<file path="config.mk">
export PLATFORM = sky130hd
export DESIGN_NAME = vmc_config_bank
export DESIGN_NICKNAME = d
export VERILOG_FILES = /design/src/hw/vmc_pkg.sv /design/src/hw/vmc_config_bank.sv /design/src/hw/vmc_sticky_flag.sv /design/src/hw/vmc_addr_unit.sv
export VERILOG_INCLUDE_DIRS = /design/src /design/src/hw
export SDC_FILE = /design/constraint.sdc
export NUM_CORES = 1
export LEC_CHECK = 0
export ABC_AREA = 1
export BUFFER_PORTS_ARGS = -buffer_cell sky130_fd_sc_hd__buf_2
export CAP_MARGIN = 20
export CORE_MARGIN = 8
export CORE_UTILIZATION = 55
export DETAILED_ROUTE_END_ITERATION = 10
export PLACE_DENSITY = 0.8
export SYNTH_ARGS = -nofsm -noshare
export SYNTH_HDL_FRONTEND = slang
export SYNTH_SLANG_ARGS = --single-unit
</file>
<file path="constraint.sdc">
create_clock -name clk_in -period 2.5 [get_ports clk_in]
set_input_delay 0.75 -clock clk_in [delete_from_list [all_inputs] [get_ports clk_in]]
set_output_delay 0.75 -clock clk_in [all_outputs]
set_load 0.02 [all_outputs]
</file>
<file path="src/hw/vmc_cfg.svh">
// Offsets, field positions, reset values and fixed codes of the bank.
// Assumes byte-wide register access on the board's short I/O decode.
`ifndef VMC_CFG_SVH
`define VMC_CFG_SVH

`define VMC_OFS_SIZE_MOD       8'h10
`define VMC_OFS_TEST_SEL       8'h11
`define VMC_OFS_ERR_CTRL       8'h12
`define VMC_OFS_ERR_VEC        8'h13
`define VMC_OFS_BASE_B3        8'h14
`define VMC_OFS_BASE_B2        8'h15
`define VMC_OFS_BASE_B1        8'h16
`define VMC_OFS_BASE_B0        8'h17

`define VMC_RST_SIZE_MOD       8'hB9
`define VMC_RST_TEST_SEL       8'h00
`define VMC_RST_ERR_CTRL       8'h00
`define VMC_RST_ERR_VEC        8'h00
`define VMC_RST_BASE           32'h0000_0000
`define VMC_UNMAPPED_DATA      8'h00

`define VMC_FLD_WIDTH_HI       7
`define VMC_FLD_WIDTH_LO       6
`define VMC_FLD_AM_HI          5
`define VMC_FLD_TEST_HI        5
`define VMC_FLD_TEST_RSV_HI    7
`define VMC_FLD_TEST_RSV_LO    6
`define VMC_FLD_SETTLED_EN     7
`define VMC_FLD_RSV_EN         6
`define VMC_FLD_SELFTEST_FAIL_FLAG_EN      5
`define VMC_FLD_HWFAULT_EN     4
`define VMC_FLD_BUSFAULT_EN    3
`define VMC_FLD_LEVEL_HI       2

`define VMC_CODE_WORD          2'b00
`define VMC_CODE_HALF          2'b10
`define VMC_CODE_BYTE          2'b01
`define VMC_AM_A24_TAG         2'b11
`define VMC_AM_A32_TAG         2'b00

`endif

</file>
<file path="src/hw/vmc_pkg.sv">
// Types and shared decoding of the master configuration bank.
// Assumes vmc_cfg.svh sits on the include path.
`include "vmc_cfg.svh"

package vmc_pkg;

	typedef enum logic [1:0] {
		VMC_WIDTH_WORD,
		VMC_WIDTH_HALF,
		VMC_WIDTH_BYTE,
		VMC_WIDTH_UNDEF
	} vmc_width_t;

	// Standard A24 addressing modifiers carry ones in their top two bits, A32 modifiers zeros.
	function automatic logic vmc_is_a24(input logic [5:0] am);
		vmc_is_a24 = (am[5:4] == `VMC_AM_A24_TAG);
	endfunction

	function automatic logic vmc_is_a32(input logic [5:0] am);
		vmc_is_a32 = (am[5:4] == `VMC_AM_A32_TAG);
	endfunction

endpackage

</file>
<file path="src/hw/vmc_config_bank.sv">
// Global master-access, self-test and error-interrupt configuration bank.
// Assumes a byte-wide register port and one board clock; the firmware
// reports its own events and statuses as synchronous pulses and levels.
`include "vmc_cfg.svh"

////////////////////////////////////////////////////////////////////////////////

// Notes on behaviour
// - Bits 7-6 of size byte pick width: 00 word, 10 half, 01 byte.
// - Low six bits of size byte drive the address modifier lines directly.
// - Reset loads the size byte with 16-bit, A24 nonprivileged data.
// - Self-test start runs only the tests whose select bits are set.
// - Select bits 5..0: DMA read, DMA write, fault, UART, timer, interrupt.
// - Settled-enable raises the global interrupt when firmware finishes a write.
// - Mask bit 6 lets reserved-nonzero status raise the error interrupt.
// - Mask bit 5 lets self-test-failed status raise the error interrupt.
// - Mask bit 4 lets hardware-fault status raise the error interrupt.
// - Mask bit 3 lets a master bus fault raise the error interrupt.
// - Interrupt level comes from mask bits 2-0; level zero disables it.
// - Master buffer accesses are base-relative with the size byte settings.
// - A24 master accesses ignore the top byte of the buffer base.
// - Slave mode decodes the base in A24 or A32 per wide decode bit.
// - Any master operation ending in a bus fault sets the bus-fault status.
// - Any nonzero reserved register bit sets the reserved-nonzero status.
module vmc_config_bank #(
	parameter int ALIGN_BITS = 18
) (
	input  wire logic        clk_in,
	input  wire logic        rst_b_in,
	// Register port.
	input  wire logic [7:0]  reg_addr_in,
	input  wire logic        reg_wr_in,
	input  wire logic        reg_rd_in,
	input  wire logic [7:0]  reg_wdata_in,
	output logic      [7:0]  reg_rdata_out,
	output logic             reg_ack_out,
	// Control and status from the rest of the board.
	input  wire logic        self_test_start_bit_in,
	input  wire logic        slave_wide_decode_in,
	input  wire logic        reg_settled_in,
	input  wire logic        selftest_fail_flag_in,
	input  wire logic        hw_fault_flag_in,
	input  wire logic        master_bus_error_in,
	input  wire logic        bus_fault_clear_in,
	input  wire logic        reserved_other_in,
	// Interrupt acknowledge.
	input  wire logic        iack_in,
	input  wire logic [2:0]  iack_level_in,
	output logic             iack_ack_out,
	output logic      [7:0]  iack_vector_out,
	output logic      [7:1]  irq_request_out,
	// Master side.
	input  wire logic        master_req_in,
	input  wire logic [31:0] master_offset_in,
	output logic             master_start_out,
	output logic      [31:0] master_addr_out,
	output logic      [5:0]  master_modifier_field_out,
	output vmc_pkg::vmc_width_t master_width_code_out,
	// Slave side.
	input  wire logic        slave_valid_in,
	input  wire logic [31:0] slave_addr_in,
	input  wire logic [5:0]  slave_am_in,
	output logic             slave_hit_out,
	output logic      [31:0] slave_offset_out,
	// Self-test launch and status.
	output logic      [5:0]  self_test_run_out,
	output logic             bus_fault_flag_out,
	output logic             reserved_nonzero_flag_out,
	output logic             any_error_out
);

	logic [7:0]  master_size_modifier;
	logic [7:0]  self_test_select;
	logic [7:0]  error_interrupt_control;
	logic [7:0]  error_interrupt_vector;
	logic [31:0] user_buffer_base;

	logic        hit_size;
	logic        hit_test;
	logic        hit_ctrl;
	logic        hit_vec;
	logic [3:0]  hit_base;
	logic [1:0]  flag_set;
	logic [1:0]  flag_clear;
	logic [1:0]  flags;
	logic        reg_pending_flag;
	logic        reserved_local;
	logic        error_pending;
	logic        irq_pending;
	logic [2:0]  error_irq_level;
	logic        iack_match;
	logic [7:0]  next_rdata;
	logic [7:1]  next_request;

	////////////////////////////////////////////////////////////////////////
	// Address decode.

	assign hit_size = (reg_addr_in == `VMC_OFS_SIZE_MOD);
	assign hit_test = (reg_addr_in == `VMC_OFS_TEST_SEL);
	assign hit_ctrl = (reg_addr_in == `VMC_OFS_ERR_CTRL);
	assign hit_vec  = (reg_addr_in == `VMC_OFS_ERR_VEC);
	assign hit_base = {reg_addr_in == `VMC_OFS_BASE_B3,
		reg_addr_in == `VMC_OFS_BASE_B2,
		reg_addr_in == `VMC_OFS_BASE_B1,
		reg_addr_in == `VMC_OFS_BASE_B0};

	////////////////////////////////////////////////////////////////////////
	// Register file.

	always_ff @(posedge clk_in or negedge rst_b_in)
	begin
		if (!rst_b_in)
		begin
			master_size_modifier <= `VMC_RST_SIZE_MOD;
		end
		else if (reg_wr_in && hit_size)
		begin
			master_size_modifier <= reg_wdata_in;
		end
	end

	// The reserved top bits are stored as written so software sees them.
	always_ff @(posedge clk_in or negedge rst_b_in)
	begin
		if (!rst_b_in)
		begin
			self_test_select <= `VMC_RST_TEST_SEL;
		end
		else if (reg_wr_in && hit_test)
		begin
			self_test_select <= reg_wdata_in;
		end
	end

	always_ff @(posedge clk_in or negedge rst_b_in)
	begin
		if (!rst_b_in)
		begin
			error_interrupt_control <= `VMC_RST_ERR_CTRL;
		end
		else if (reg_wr_in && hit_ctrl)
		begin
			error_interrupt_control <= reg_wdata_in;
		end
	end

	always_ff @(posedge clk_in or negedge rst_b_in)
	begin
		if (!rst_b_in)
		begin
			error_interrupt_vector <= `VMC_RST_ERR_VEC;
		end
		else if (reg_wr_in && hit_vec)
		begin
			error_interrupt_vector <= reg_wdata_in;
		end
	end

	// The longword base is written a byte at a time, high byte lowest.
	always_ff @(posedge clk_in or negedge rst_b_in)
	begin
		if (!rst_b_in)
		begin
			user_buffer_base <= `VMC_RST_BASE;
		end
		else if (reg_wr_in)
		begin
			for (int i = 0; i < 4; i++)
			begin
				if (hit_base[i])
					user_buffer_base[8*i +: 8] <= reg_wdata_in;
			end
		end
	end

	////////////////////////////////////////////////////////////////////////
	// Read path; unmapped addresses answer with zero.

	always_comb
	begin
		next_rdata = `VMC_UNMAPPED_DATA;
		if (hit_size)
			next_rdata = master_size_modifier;
		else if (hit_test)
			next_rdata = self_test_select;
		else if (hit_ctrl)
			next_rdata = error_interrupt_control;
		else if (hit_vec)
			next_rdata = error_interrupt_vector;
		else
		begin
			for (int i = 0; i < 4; i++)
			begin
				if (hit_base[i])
					next_rdata = user_buffer_base[8*i +: 8];
			end
		end
	end

	always_ff @(posedge clk_in or negedge rst_b_in)
	begin
		if (!rst_b_in)
		begin
			reg_rdata_out <= 8'h00;
			reg_ack_out   <= 1'b0;
		end
		else
		begin
			reg_ack_out <= reg_wr_in | reg_rd_in;
			if (reg_rd_in)
				reg_rdata_out <= next_rdata;
		end
	end

	////////////////////////////////////////////////////////////////////////
	// Master cycle attributes.

	always_ff @(posedge clk_in or negedge rst_b_in)
	begin
		if (!rst_b_in)
		begin
			master_width_code_out <= vmc_pkg::VMC_WIDTH_HALF;
		end
		else
		begin
			unique case (master_size_modifier[`VMC_FLD_WIDTH_HI:
				`VMC_FLD_WIDTH_LO])
			`VMC_CODE_WORD: master_width_code_out <= vmc_pkg::VMC_WIDTH_WORD;
			`VMC_CODE_HALF: master_width_code_out <= vmc_pkg::VMC_WIDTH_HALF;
			`VMC_CODE_BYTE: master_width_code_out <= vmc_pkg::VMC_WIDTH_BYTE;
			default:        master_width_code_out <= vmc_pkg::VMC_WIDTH_UNDEF;
			endcase
		end
	end

	// The modifier is copied bit for bit; no legality check is made here.
	always_ff @(posedge clk_in or negedge rst_b_in)
	begin
		if (!rst_b_in)
		begin
			master_modifier_field_out <= 6'h39;
		end
		else
		begin
			master_modifier_field_out <=
				master_size_modifier[`VMC_FLD_AM_HI:0];
		end
	end

	vmc_addr_unit #(
		.ALIGN_BITS (ALIGN_BITS)
	) u_addr (
		.clk_in           (clk_in),
		.rst_b_in         (rst_b_in),
		.base_in          (user_buffer_base),
		.master_am_in     (master_size_modifier[`VMC_FLD_AM_HI:0]),
		.master_req_in    (master_req_in),
		.master_offset_in (master_offset_in),
		.wide_decode_in   (slave_wide_decode_in),
		.slave_valid_in   (slave_valid_in),
		.slave_addr_in    (slave_addr_in),
		.slave_am_in      (slave_am_in),
		.master_start_out (master_start_out),
		.master_addr_out  (master_addr_out),
		.slave_hit_out    (slave_hit_out),
		.slave_offset_out (slave_offset_out)
	);

	////////////////////////////////////////////////////////////////////////
	// Self-test launch.

	always_ff @(posedge clk_in or negedge rst_b_in)
	begin
		if (!rst_b_in)
		begin
			self_test_run_out <= 6'h00;
		end
		else if (self_test_start_bit_in)
		begin
			self_test_run_out <= self_test_select[`VMC_FLD_TEST_HI:0];
		end
		else
		begin
			self_test_run_out <= 6'h00;
		end
	end

	////////////////////////////////////////////////////////////////////////
	// Status flags.

	assign reserved_local = |self_test_select[`VMC_FLD_TEST_RSV_HI:
		`VMC_FLD_TEST_RSV_LO];

	// Bit 0 is the bus fault, bit 1 the firmware settled event.
	assign flag_set = {reg_settled_in
		&& error_interrupt_control[`VMC_FLD_SETTLED_EN],
		master_bus_error_in};
	assign flag_clear = {iack_match, bus_fault_clear_in};

	vmc_sticky_flag #(
		.WIDTH (2)
	) u_flags (
		.clk_in   (clk_in),
		.rst_b_in (rst_b_in),
		.set_in   (flag_set),
		.clear_in (flag_clear),
		.flag_out (flags)
	);

	assign reg_pending_flag = flags[1];

	always_ff @(posedge clk_in or negedge rst_b_in)
	begin
		if (!rst_b_in)
		begin
			bus_fault_flag_out        <= 1'b0;
			reserved_nonzero_flag_out <= 1'b0;
			any_error_out             <= 1'b0;
		end
		else
		begin
			bus_fault_flag_out        <= flags[0];
			reserved_nonzero_flag_out <= reserved_local
				| reserved_other_in;
			any_error_out <= flags[0] | reserved_local | reserved_other_in
				| selftest_fail_flag_in | hw_fault_flag_in;
		end
	end

	////////////////////////////////////////////////////////////////////////
	// Interrupt request and acknowledge.

	assign error_pending =
		(error_interrupt_control[`VMC_FLD_RSV_EN]
		&& reserved_nonzero_flag_out)
		|| (error_interrupt_control[`VMC_FLD_SELFTEST_FAIL_FLAG_EN]
		&& selftest_fail_flag_in)
		|| (error_interrupt_control[`VMC_FLD_HWFAULT_EN]
		&& hw_fault_flag_in)
		|| (error_interrupt_control[`VMC_FLD_BUSFAULT_EN]
		&& flags[0]);

	assign error_irq_level = error_interrupt_control[`VMC_FLD_LEVEL_HI:0];
	assign irq_pending = error_pending || reg_pending_flag;

	// Level zero never requests, so it also can never be acknowledged.
	assign iack_match = iack_in && irq_pending
		&& (error_irq_level != 3'h0)
		&& (iack_level_in == error_irq_level);

	always_comb
	begin
		next_request = 7'h00;
		if (irq_pending && error_irq_level != 3'h0)
			next_request[error_irq_level] = 1'b1;
	end

	// The request drops on the same edge that takes an acknowledge so the taken event
	// cannot be answered twice while its flag is clearing.
	always_ff @(posedge clk_in or negedge rst_b_in)
	begin
		if (!rst_b_in)
		begin
			irq_request_out <= 7'h00;
		end
		else if (iack_match)
		begin
			irq_request_out <= 7'h00;
		end
		else
		begin
			irq_request_out <= next_request;
		end
	end

	always_ff @(posedge clk_in or negedge rst_b_in)
	begin
		if (!rst_b_in)
		begin
			iack_ack_out    <= 1'b0;
			iack_vector_out <= 8'h00;
		end
		else
		begin
			iack_ack_out <= iack_match;
			if (iack_match)
				iack_vector_out <= error_interrupt_vector;
		end
	end

endmodule

</file>
<file path="src/hw/vmc_sticky_flag.sv">
// A row of sticky event flags, each set by a pulse and cleared by a pulse.
// Assumes set and clear pulses are synchronous to clk_in.
module vmc_sticky_flag #(
	parameter int WIDTH = 2
) (
	input  wire logic             clk_in,
	input  wire logic             rst_b_in,
	input  wire logic [WIDTH-1:0] set_in,
	input  wire logic [WIDTH-1:0] clear_in,
	output logic      [WIDTH-1:0] flag_out
);

	// A set arriving with a clear wins, so no event is ever dropped.
	always_ff @(posedge clk_in or negedge rst_b_in)
	begin
		if (!rst_b_in)
		begin
			flag_out <= '0;
		end
		else
		begin
			flag_out <= set_in | (flag_out & ~clear_in);
		end
	end

endmodule

</file>
<file path="src/hw/vmc_addr_unit.sv">
// Master address generation and slave window decode from the buffer base.
// Assumes requests are single-cycle strobes on clk_in.
`include "vmc_cfg.svh"

module vmc_addr_unit #(
	parameter int ALIGN_BITS = 18
) (
	input  wire logic        clk_in,
	input  wire logic        rst_b_in,
	input  wire logic [31:0] base_in,
	input  wire logic [5:0]  master_am_in,
	input  wire logic        master_req_in,
	input  wire logic [31:0] master_offset_in,
	input  wire logic        wide_decode_in,
	input  wire logic        slave_valid_in,
	input  wire logic [31:0] slave_addr_in,
	input  wire logic [5:0]  slave_am_in,
	output logic             master_start_out,
	output logic      [31:0] master_addr_out,
	output logic             slave_hit_out,
	output logic      [31:0] slave_offset_out
);

	logic [31:0] sum;
	logic [31:0] window_mask;
	logic        space_ok;
	logic [31:0] addr_view;
	logic [31:0] base_view;

	assign sum = base_in + master_offset_in;
	assign window_mask = ~((32'h0000_0001 << ALIGN_BITS) - 32'h0000_0001);

	// A24 cycles look only at the low 24 bits of both sides.
	assign space_ok = wide_decode_in ? vmc_pkg::vmc_is_a32(slave_am_in)
		: vmc_pkg::vmc_is_a24(slave_am_in);
	assign addr_view = wide_decode_in ? slave_addr_in
		: {8'h00, slave_addr_in[23:0]};
	assign base_view = wide_decode_in ? base_in : {8'h00, base_in[23:0]};

	always_ff @(posedge clk_in or negedge rst_b_in)
	begin
		if (!rst_b_in)
		begin
			master_start_out <= 1'b0;
			master_addr_out  <= 32'h0000_0000;
		end
		else
		begin
			master_start_out <= master_req_in;
			if (master_req_in)
			begin
				if (vmc_pkg::vmc_is_a24(master_am_in))
					master_addr_out <= {8'h00, sum[23:0]};
				else
					master_addr_out <= sum;
			end
		end
	end

	always_ff @(posedge clk_in or negedge rst_b_in)
	begin
		if (!rst_b_in)
		begin
			slave_hit_out    <= 1'b0;
			slave_offset_out <= 32'h0000_0000;
		end
		else
		begin
			slave_hit_out <= slave_valid_in && space_ok
				&& ((addr_view & window_mask)
				== (base_view & window_mask));
			slave_offset_out <= addr_view & ~window_mask;
		end
	end

endmodule

</file>
==> reports/metrics.cfg, run 1 <==
[logic_synthesis]
synthCells=1194
synth_top_flop_cell=dfrtp_1
netlist_area_sq_um=9017
synth_edf_count=0
synth.avg_cell_area_sq_um=7.552
ys_warn_count=0
yosys_register_bits=160
yosysSeqAreaShare=0.4454
ys_types=43
synthArstFlopShare=1.000

[worst_setup_path]
critPathBufInv=1
path_max_fanout=5
crit_path_end_kind=flip-flop
crit_path_start_kind=input pin
reg2reg_slack_ns=0.35
crit_type=input pin to flip-flop
path_depth=11
worstPathArrival_ns=2.46
reg2reg_depth=10
crit_chain=buf_2, ha_1, fa_1, nand3_1, nand3_1, nand3_1, nand3_1, nand3_1, nand3_1, nand3_1, nand2_1
cpMostUsedCell=nand3_1
worstPathRequired_ns=2.82
critPathTopFamily=simple AND/OR/NAND/NOR gates
slowest_delay_ns=0.44
r2r_end=u_addr.master_addr_out[20]
slowest_stage=fa_1
rr_startpoint=user_buffer_base[0]

[pwr]
vdd_ir_drop_max_mv=0.4673
p_leak_nw=6.131
powerDensity_nw_per_um2=594.8

[cells_and_area]
drive_gt1_frac=0.2140
final_common_cell=nand2_1
syn_to_final_growth_pct=20.30
layout.nets=1539
diodes=0
final_cell_mix=nand2_1 (425), buf_2 (192), inv_1 (156)

[die]
die_area_sq_um=20750
initial_core_util=0.5536
ioPinCount=212
die_h_microns=144.0
core-area_sq_um=16290
rows=47
die_w_microns=144.0

[clocking]
clk_path_buf_depth=2
clk_latency_ns=0.43
clock-root-buffer=clkbuf_16
cts_max_level=4
cts_setup_buffers=0
cts_resized=0
path_clk_slew_ns=0.06
cts_tree=done
cts_buffers=17
cts_hold_buf=0
cts.sinks=160

[grt]
grt_pass1_vias=8005
gr-total-overflow=0
grt_max_degree=45
grt_pass1_wl_microns=41030
antenna_found_initial=0
grt_usage=0.2570

[route]
avgRoutedWirePerCell_microns=15.75
drtAntennaViolNets=0
firstDrtPassIters=5
drt_iter0_markers=697
drc=0
via_per_inst=5.105
routed_wl_microns=25770
num_vias=8351

[sta]
finalCritPeriodShare=0.8586
skew_ns=0.01275
hold_slack_ns=0.2537
worst_slack_ns=0.3535
fin_crit_ns=2.146
grt_setup_unrepaired=no
setup_viol=0
fmax_mhz=465.9
drv_slew=0
final_hold_viol_count=0

[job]
max_cap_viol_count=0

[placed_design]
pre_cts_slack_ns=-0.03763
gp_congestion=0.9032
dpl.hpwl_microns=20320
io_buffers=193

[status]
status=finished, final reports clean

[hold_path]
min_path_type=input pin to async pin

## cell usage after synthesis (17+ instances only)
cell	count	area, sq um
xnor2_1	17	148.9
nor2_1	60	225.2
a21oi_1	40	200.2
o21ai_1	56	280.3
ha_1	31	387.9
nand2_1	425	1595
o21ai_0	23	115.1
nand3_1	87	435.4
buf_4	20	150.1
nand4_1	20	125.1
dfrtp_1	150	3754
inv_1	156	585.6
## worst reg2reg max path: stages (launching register included)
cell and delay [ns]:
dfrtp_1 0.42, ha_1 0.23, fa_1 0.44, nand3_1 0.11, nand3_1 0.14, nand3_1 0.13, nand3_1 0.19, nand3_1 0.16
nand3_1 0.07, nand3_1 0.08, nand2_1 0.06
## per-layer routing
layer	global-route usage	vias up	part of all wire
met5	0	-	0
met4	0.1057	0	0.027
met3	0.04589	43	0.089
met2	0.3983	375	0.45
met1	0.3493	3775	0.43
li1	-	4158	-
## flip-flops by register name, summed over array words and instances (netlist names), 6 cells and up
signal and flops:
u_addr.master_addr_out 32, user_buffer_base 32, u_addr.slave_offset_out 18, error_interrupt_control 8, error_interrupt_vector 8, iack_vector_out 8
master_size_modifier 8, reg_rdata_out 8, self_test_select 8, irq_request_out 7, master_modifier_field_out 6, self_test_run_out 6
## worst max-delay path by stage
stage                                            end                start  slack [ns]
final                     u_addr.master_addr_out[20]  master_offset_in[0]        0.35
after CTS                 u_addr.master_addr_out[28]  user_buffer_base[0]        0.37
after floorplan           u_addr.master_addr_out[28]  master_offset_in[0]        0.29
after global routing      u_addr.master_addr_out[28]  user_buffer_base[0]        0.23
after detailed placement  u_addr.master_addr_out[20]  master_offset_in[0]       -0.04
after global placement    u_addr.master_addr_out[28]  master_offset_in[0]       -0.01
## power breakdown
part           switching [mW]  internal, mW  total (mW)
Sequential              0.104          2.73        2.84
Combinational           0.675         0.352        1.03
Clock                    1.15          1.44        2.59
## through the flow
stage | setup TNS [ns] | cells | cell area [sq um] | total power [mW] | util
after floorplan | 0 | 1207 | 9066 | 3.492 | -
after global placement | -0.01354 | 1604 | 10260 | 3.880 | 0.6302
after detailed placement | -0.07495 | 1604 | 10260 | 3.906 | 0.6302
after CTS | 0 | 1636 | 10850 | 6.497 | 0.6660
after global routing | 0 | 1636 | 10850 | 6.733 | 0.6660
final | 0 | 1636 | 10850 | 6.453 | 0.6660
## cell type report
type                            instances  area, sq um
Clock buffer                           19        442.9
Clock inverter                         13        140.1
Fill cell                            1469         5441
Inverter                              166        623.1
Multi-Input combinational cell        844         4195
Sequential cell                       160         4016
Tap cell                              220        275.3
Timing Repair Buffer                  214         1155
## kinds of logic after synthesis
logic type               synth area share
AND/OR/NAND/NOR                    0.3173
buffers and inverters             0.09477
flip-flops                         0.4454
AO/OA/AOI/OAI                     0.07548
adder cells (fa/ha/maj)           0.04523
XOR/XNOR                          0.02137
other                           0.0004159
(Power assumes the default switching activity.)
==> run 2: changes to the inputs <==
--- a/config.mk
+++ b/config.mk
@@ -10,9 +10,11 @@
 export BUFFER_PORTS_ARGS = -buffer_cell sky130_fd_sc_hd__buf_2
 export CAP_MARGIN = 20
 export CORE_MARGIN = 8
-export CORE_UTILIZATION = 55
+export CORE_UTILIZATION = 51
+export CTS_BUF_LIST = sky130_fd_sc_hd__clkbuf_8
 export DETAILED_ROUTE_END_ITERATION = 10
-export PLACE_DENSITY = 0.8
+export PLACE_DENSITY = 0.78
+export SLEW_MARGIN = 30
 export SYNTH_ARGS = -nofsm -noshare
 export SYNTH_HDL_FRONTEND = slang
 export SYNTH_SLANG_ARGS = --single-unit
==> constraint.sdc (replaced) <==
create_clock -name clk_in -period 1.8 [get_ports clk_in]
set_input_delay 0.54 -clock clk_in [delete_from_list [all_inputs] [get_ports clk_in]]
set_output_delay 0.54 -clock clk_in [all_outputs]
set_load 0.02 [all_outputs]
==> run 2 against run 1 <==
The run now ends with negative setup slack left. Routed wire length grew 10%. First-iteration DRC count up 6.9%. Flip-flop and latch count did not move. Critical path depth shrank 2.
==> reports/metrics.cfg, run 2 (same netlist as run 1, synthesis figures left out) <==
[route]
drtAntennaViolNets=0
routed_wl_microns=28380
firstDrtPassIters=8
avgRoutedWirePerCell_microns=16.33
drc=0
drt_iter0_markers=745
via_per_inst=5.147
num_vias=8945

[job]
max_cap_viol_count=0

[grt]
gr-total-overflow=0
grt_pass1_vias=8448
grt_max_degree=51
grt_pass1_wl_microns=43070
antenna_found_initial=2
grt_usage=0.2450

[placed_design]
gp_congestion=0.9405
dpl.hpwl_microns=21110
io_buffers=193

[status]
violations=negative setup slack
status=finished, violations left

[worst_setup_path]
worstPathArrival_ns=2.20
cpMostUsedCell=nand2_4
path_depth=9
crit_path_end_kind=flip-flop
slowest_stage=fa_2
crit_chain=ha_4, fa_2, nand2_2, nand3_4, nand2_4, nand2_4, or2_1, nand3_2, nand2_1
critPathBufInv=0
reg2reg_slack_ns=-0.04
slowest_delay_ns=0.43
crit_path_start_kind=flip-flop
path_max_fanout=4
critPathTopFamily=simple AND/OR/NAND/NOR gates
crit_type=flip-flop to flip-flop
rr_startpoint=user_buffer_base[0]
r2r_end=u_addr.master_addr_out[14]
worstPathRequired_ns=2.17
reg2reg_depth=9

[pwr]
vdd_ir_drop_max_mv=0.5029
p_leak_nw=6.742
powerDensity_nw_per_um2=699.0

[cells_and_area]
syn_to_final_growth_pct=35.63
n_fill_cell=1400
final_cell_mix=nand2_1 (384), buf_2 (192), inv_1 (149), dfrtp_1 (149), buf_4 (107)
final_util=0.7071
drive_gt1_frac=0.3459
multi_input_area_sq_um=4974
reg_top3=u_addr.master_addr_out: 32 flops, user_buffer_base: 32 flops, u_addr.slave_offset_out: 18 flops
layout.nets=1635
final_common_cell=nand2_1
seq_area_sq_um=4018

[clocking]
cts.sinks=160
path_clk_slew_ns=0.09
cts_tree=done
clk_latency_ns=0.47
cts_max_level=4
clk_path_buf_depth=2
cts_buffers=17
clock-root-buffer=clkbuf_8

[sta]
skew_ns=0.01254
finalCritPeriodShare=1.020
final_hold_viol_count=0
worst_slack_ns=-0.03685
drv_slew=0
grt_setup_unrepaired=yes
hold_slack_ns=0.1722
setup_viol=6
fin_crit_ns=1.837
fmax_mhz=544.4

[die]
core-area_sq_um=17300
initial_core_util=0.5213
die_area_sq_um=22190
die_w_microns=149.0
die_h_microns=149.0
rows=48
ioPinCount=212

[hold_path]
min_from=slave_addr_in[4]
min_path_type=input pin to flip-flop
holdPathEnd=u_addr.slave_offset_out[4]
holdPathStages=1

[run 2: final cells by class]
type                            count  area share
Inverter                          166     0.05156
Tap cell                          225     0.02302
Antenna cell                        1   0.0002046
Timing Repair Buffer              310      0.1579
Multi-Input combinational cell    844      0.4066
Sequential cell                   160      0.3285
Clock inverter                     15     0.01309
Clock buffer                       17     0.01913
[run 2: how the worst max path moves through the flow]
stage,start,to
6_report,user_buffer_base[0],u_addr.master_addr_out[14]
2_1_floorplan,master_offset_in[0],u_addr.master_addr_out[16]
3_5_place_dp,master_offset_in[25],u_addr.master_addr_out[30]
3_3_place_gp,master_offset_in[25],u_addr.master_addr_out[30]
4_1_cts,user_buffer_base[15],u_addr.master_addr_out[19]
5_1_grt,user_buffer_base[17],u_addr.master_addr_out[29]
[run 2: where the power goes]
group | internal (mW) | total (mW) | switching (mW)
Sequential | 3.79 | 3.92 | 0.132
Clock | 1.26 | 2.72 | 1.46
Combinational | 0.776 | 1.91 | 1.13
[run 2: repair_timing]
| item | 4_1_cts | 5_1_grt |
|---|---|---|
| resized for setup | 29 | 117 |
| hold buffers | 1 | 0 |
| buffers inserted | 3 | 12 |
| endpoints found under the hold margin | 22 | 0 |
| endpoints found under the setup margin | 19 | 24 |
| cloned | 0 | 0 |
| pin swaps | 5 | 30 |
[run 2: metal layers]
layer / vias up / track usage / routed length (microns)
met3: 58 / 0.06129 / 2501
li1: 4362 / - / -
met5: - / 0 / 8
met1: 4116 / 0.3318 / 12100
met4: 2 / 0.07118 / 718
met2: 407 / 0.3812 / 13050
[run 2: stage by stage]
step	setup TNS, ns	total power, mW	setup slack [ns]	instance area, sq um	cells
finish	-0.1206	8.550	-0.03685	12230	1738
global route	-1.473	8.942	-0.1192	12230	1738
CTS	-0.06357	8.390	-0.02299	11630	1725
detailed placement	-7.704	5.624	-0.3509	11010	1689
global placement	-7.087	5.586	-0.3325	11010	1689
floorplan	-0.09485	4.871	-0.04413	9165	1207
==> run 3: changes to the inputs <==
--- a/config.mk
+++ b/config.mk
@@ -10,10 +10,9 @@
 export BUFFER_PORTS_ARGS = -buffer_cell sky130_fd_sc_hd__buf_2
 export CAP_MARGIN = 20
 export CORE_MARGIN = 8
-export CORE_UTILIZATION = 51
-export CTS_BUF_LIST = sky130_fd_sc_hd__clkbuf_8
+export CORE_UTILIZATION = 49
 export DETAILED_ROUTE_END_ITERATION = 10
-export PLACE_DENSITY = 0.78
+export PLACE_DENSITY = 0.76
 export SLEW_MARGIN = 30
 export SYNTH_ARGS = -nofsm -noshare
 export SYNTH_HDL_FRONTEND = slang
==> run 3 against run 2 <==
The run still ends with negative setup slack left. Design area grew 2.1%. Setup slack better by 0.0022 ns. Critical path depth increased by 1.
==> reports/metrics.cfg, run 3 (same netlist as run 1, synthesis figures left out) <==
[status]
status=finished, violations left
violations=negative setup slack

[clocking]
path_clk_slew_ns=0.07
clk_path_buf_depth=2
cts.sinks=160
cts_buffers=17
clock-root-buffer=clkbuf_16
cts_max_level=4
clk_latency_ns=0.43
cts_tree=done

[sta]
hold_slack_ns=0.2095
fmax_mhz=545.0
drv_slew=0
final_hold_viol_count=0
finalCritPeriodShare=1.019
worst_slack_ns=-0.03470
fin_crit_ns=1.835
setup_viol=11
skew_ns=0.01002
grt_setup_unrepaired=yes

[worst_setup_path]
worstPathRequired_ns=2.16
path_max_fanout=4
crit_path_start_kind=flip-flop
crit_path_end_kind=flip-flop
worstPathArrival_ns=2.19
crit_type=flip-flop to flip-flop

[grt]
antenna_found_initial=1
gr-total-overflow=0
grt_pass1_wl_microns=42800
grt_usage=0.2387
grt_pass1_vias=8359
grt_max_degree=53

[cells_and_area]
fin_cells=1740
final_common_cell=nand2_1
reg_top3=u_addr.master_addr_out: 32 flops, user_buffer_base: 32 flops, u_addr.slave_offset_out: 18 flops
drive_gt1_frac=0.3636
layout.nets=1633
final_cell_mix=nand2_1 (368), buf_2 (192), dfrtp_1 (148)
syn_to_final_growth_pct=38.53
final_util=0.6930

[die]
initial_core_util=0.5003
die_area_sq_um=23000
rows=49
core-area_sq_um=18020
die_w_microns=151.7
die_h_microns=151.7
ioPinCount=212

[pwr]
vdd_ir_drop_max_mv=0.6324
finalPower_mw=9.602
powerDensity_nw_per_um2=768.7
p_leak_nw=6.828

[placed_design]
gp_congestion=0.9646
dp_cells=1690
dpl.hpwl_microns=21230
io_buffers=193

[job]
max_cap_viol_count=0

[route]
avgRoutedWirePerCell_microns=16.67
drc=0
via_per_inst=5.120
num_vias=8908
firstDrtPassIters=7
drtAntennaViolNets=0
routed_wl_microns=29010
drt_iter0_markers=917

[hold_path]
min_path_type=input pin to flip-flop

## run 3: changes by cell type in the layout (fill, tap and decap cells not counted), sizes merged
| cell | change |
|---|---|
| inv | -2 |
| clkinvlp | -3 |
| clkinv | +2 |
| clkbuf | +3 |
| buf | -2 |
## run 3: path summary, 6_finish.rpt
path / slack, ns / end / from / depth (start not counted)
setup / recovery: -0.03 / u_addr.master_addr_out[15] / user_buffer_base[6] / 10
hold / removal: 0.21 / u_addr.slave_offset_out[0] / slave_addr_in[0] / 1
setup reg to reg: -0.03 / u_addr.master_addr_out[15] / user_buffer_base[6] / 10
hold reg to reg: 0.38 / master_modifier_field_out[3] / master_size_modifier[3] / 0
max in group asynchronous: 0.63 / master_modifier_field_out[5] / rst_b_in / 3
min in group asynchronous: 0.54 / u_addr.master_addr_out[1] / rst_b_in / 2
## run 3: routing by layer
metal  global-route usage  vias to the layer above  wire length, microns
met1               0.3255                     4128                 12190
met3              0.05168                       57                  2593
met5                    0                        -                    10
li1                     -                     4352                     -
met4              0.07104                        2                   742
met2               0.3737                      369                 13470
## run 3: metrics by stage
step                      area, sq um  setup WS, ns  setup TNS, ns
after global placement          10980       -0.3500         -7.507
after global routing            12490       -0.1455         -1.940
after CTS                       11820      0.001837              0
after detailed placement        10980       -0.3544         -8.215
final                           12490      -0.03470        -0.2377
after floorplan                  9165      -0.04413       -0.09485
## run 3: worst max-delay path, stage by stage, from the launching register on
cell and delay, ns:
dfrtp_1 0.44, ha_4 0.29, nand2_4 0.11, inv_2 0.06, a21oi_2 0.16, nand2_2 0.09, nand2_1 0.09, nand2_2 0.11
buf_4 0.16, xnor2_2 0.12, o21ai_1 0.12
## run 3: timing repair
item | in CTS | in global routing
pin swaps | 2 | 44
resized for setup | 30 | 144
hold buffers | 1 | 0
endpoints found under the setup margin | 23 | 26
buffers inserted | 1 | 15
hold endpoints to repair | 22 | 0
## run 3: layout make-up
class                   instances  area (sq um)
clock buffers                  20         456.7
diodes                          1         2.502
inverters                     166         630.6
well taps                     229         286.5
clock inverters                12         143.9
flip-flops and latches        160          4019
repair buffers                308          1899
fillers                      1403          5533
multi-input cells             844          5054
## run 3: power breakdown
group          internal [mW]  total [mW]  switching [mW]
Combinational          0.780        1.93            1.15
Clock                   2.15        3.74            1.58
Sequential              3.79        3.93           0.135
Total                   6.73        9.60            2.87
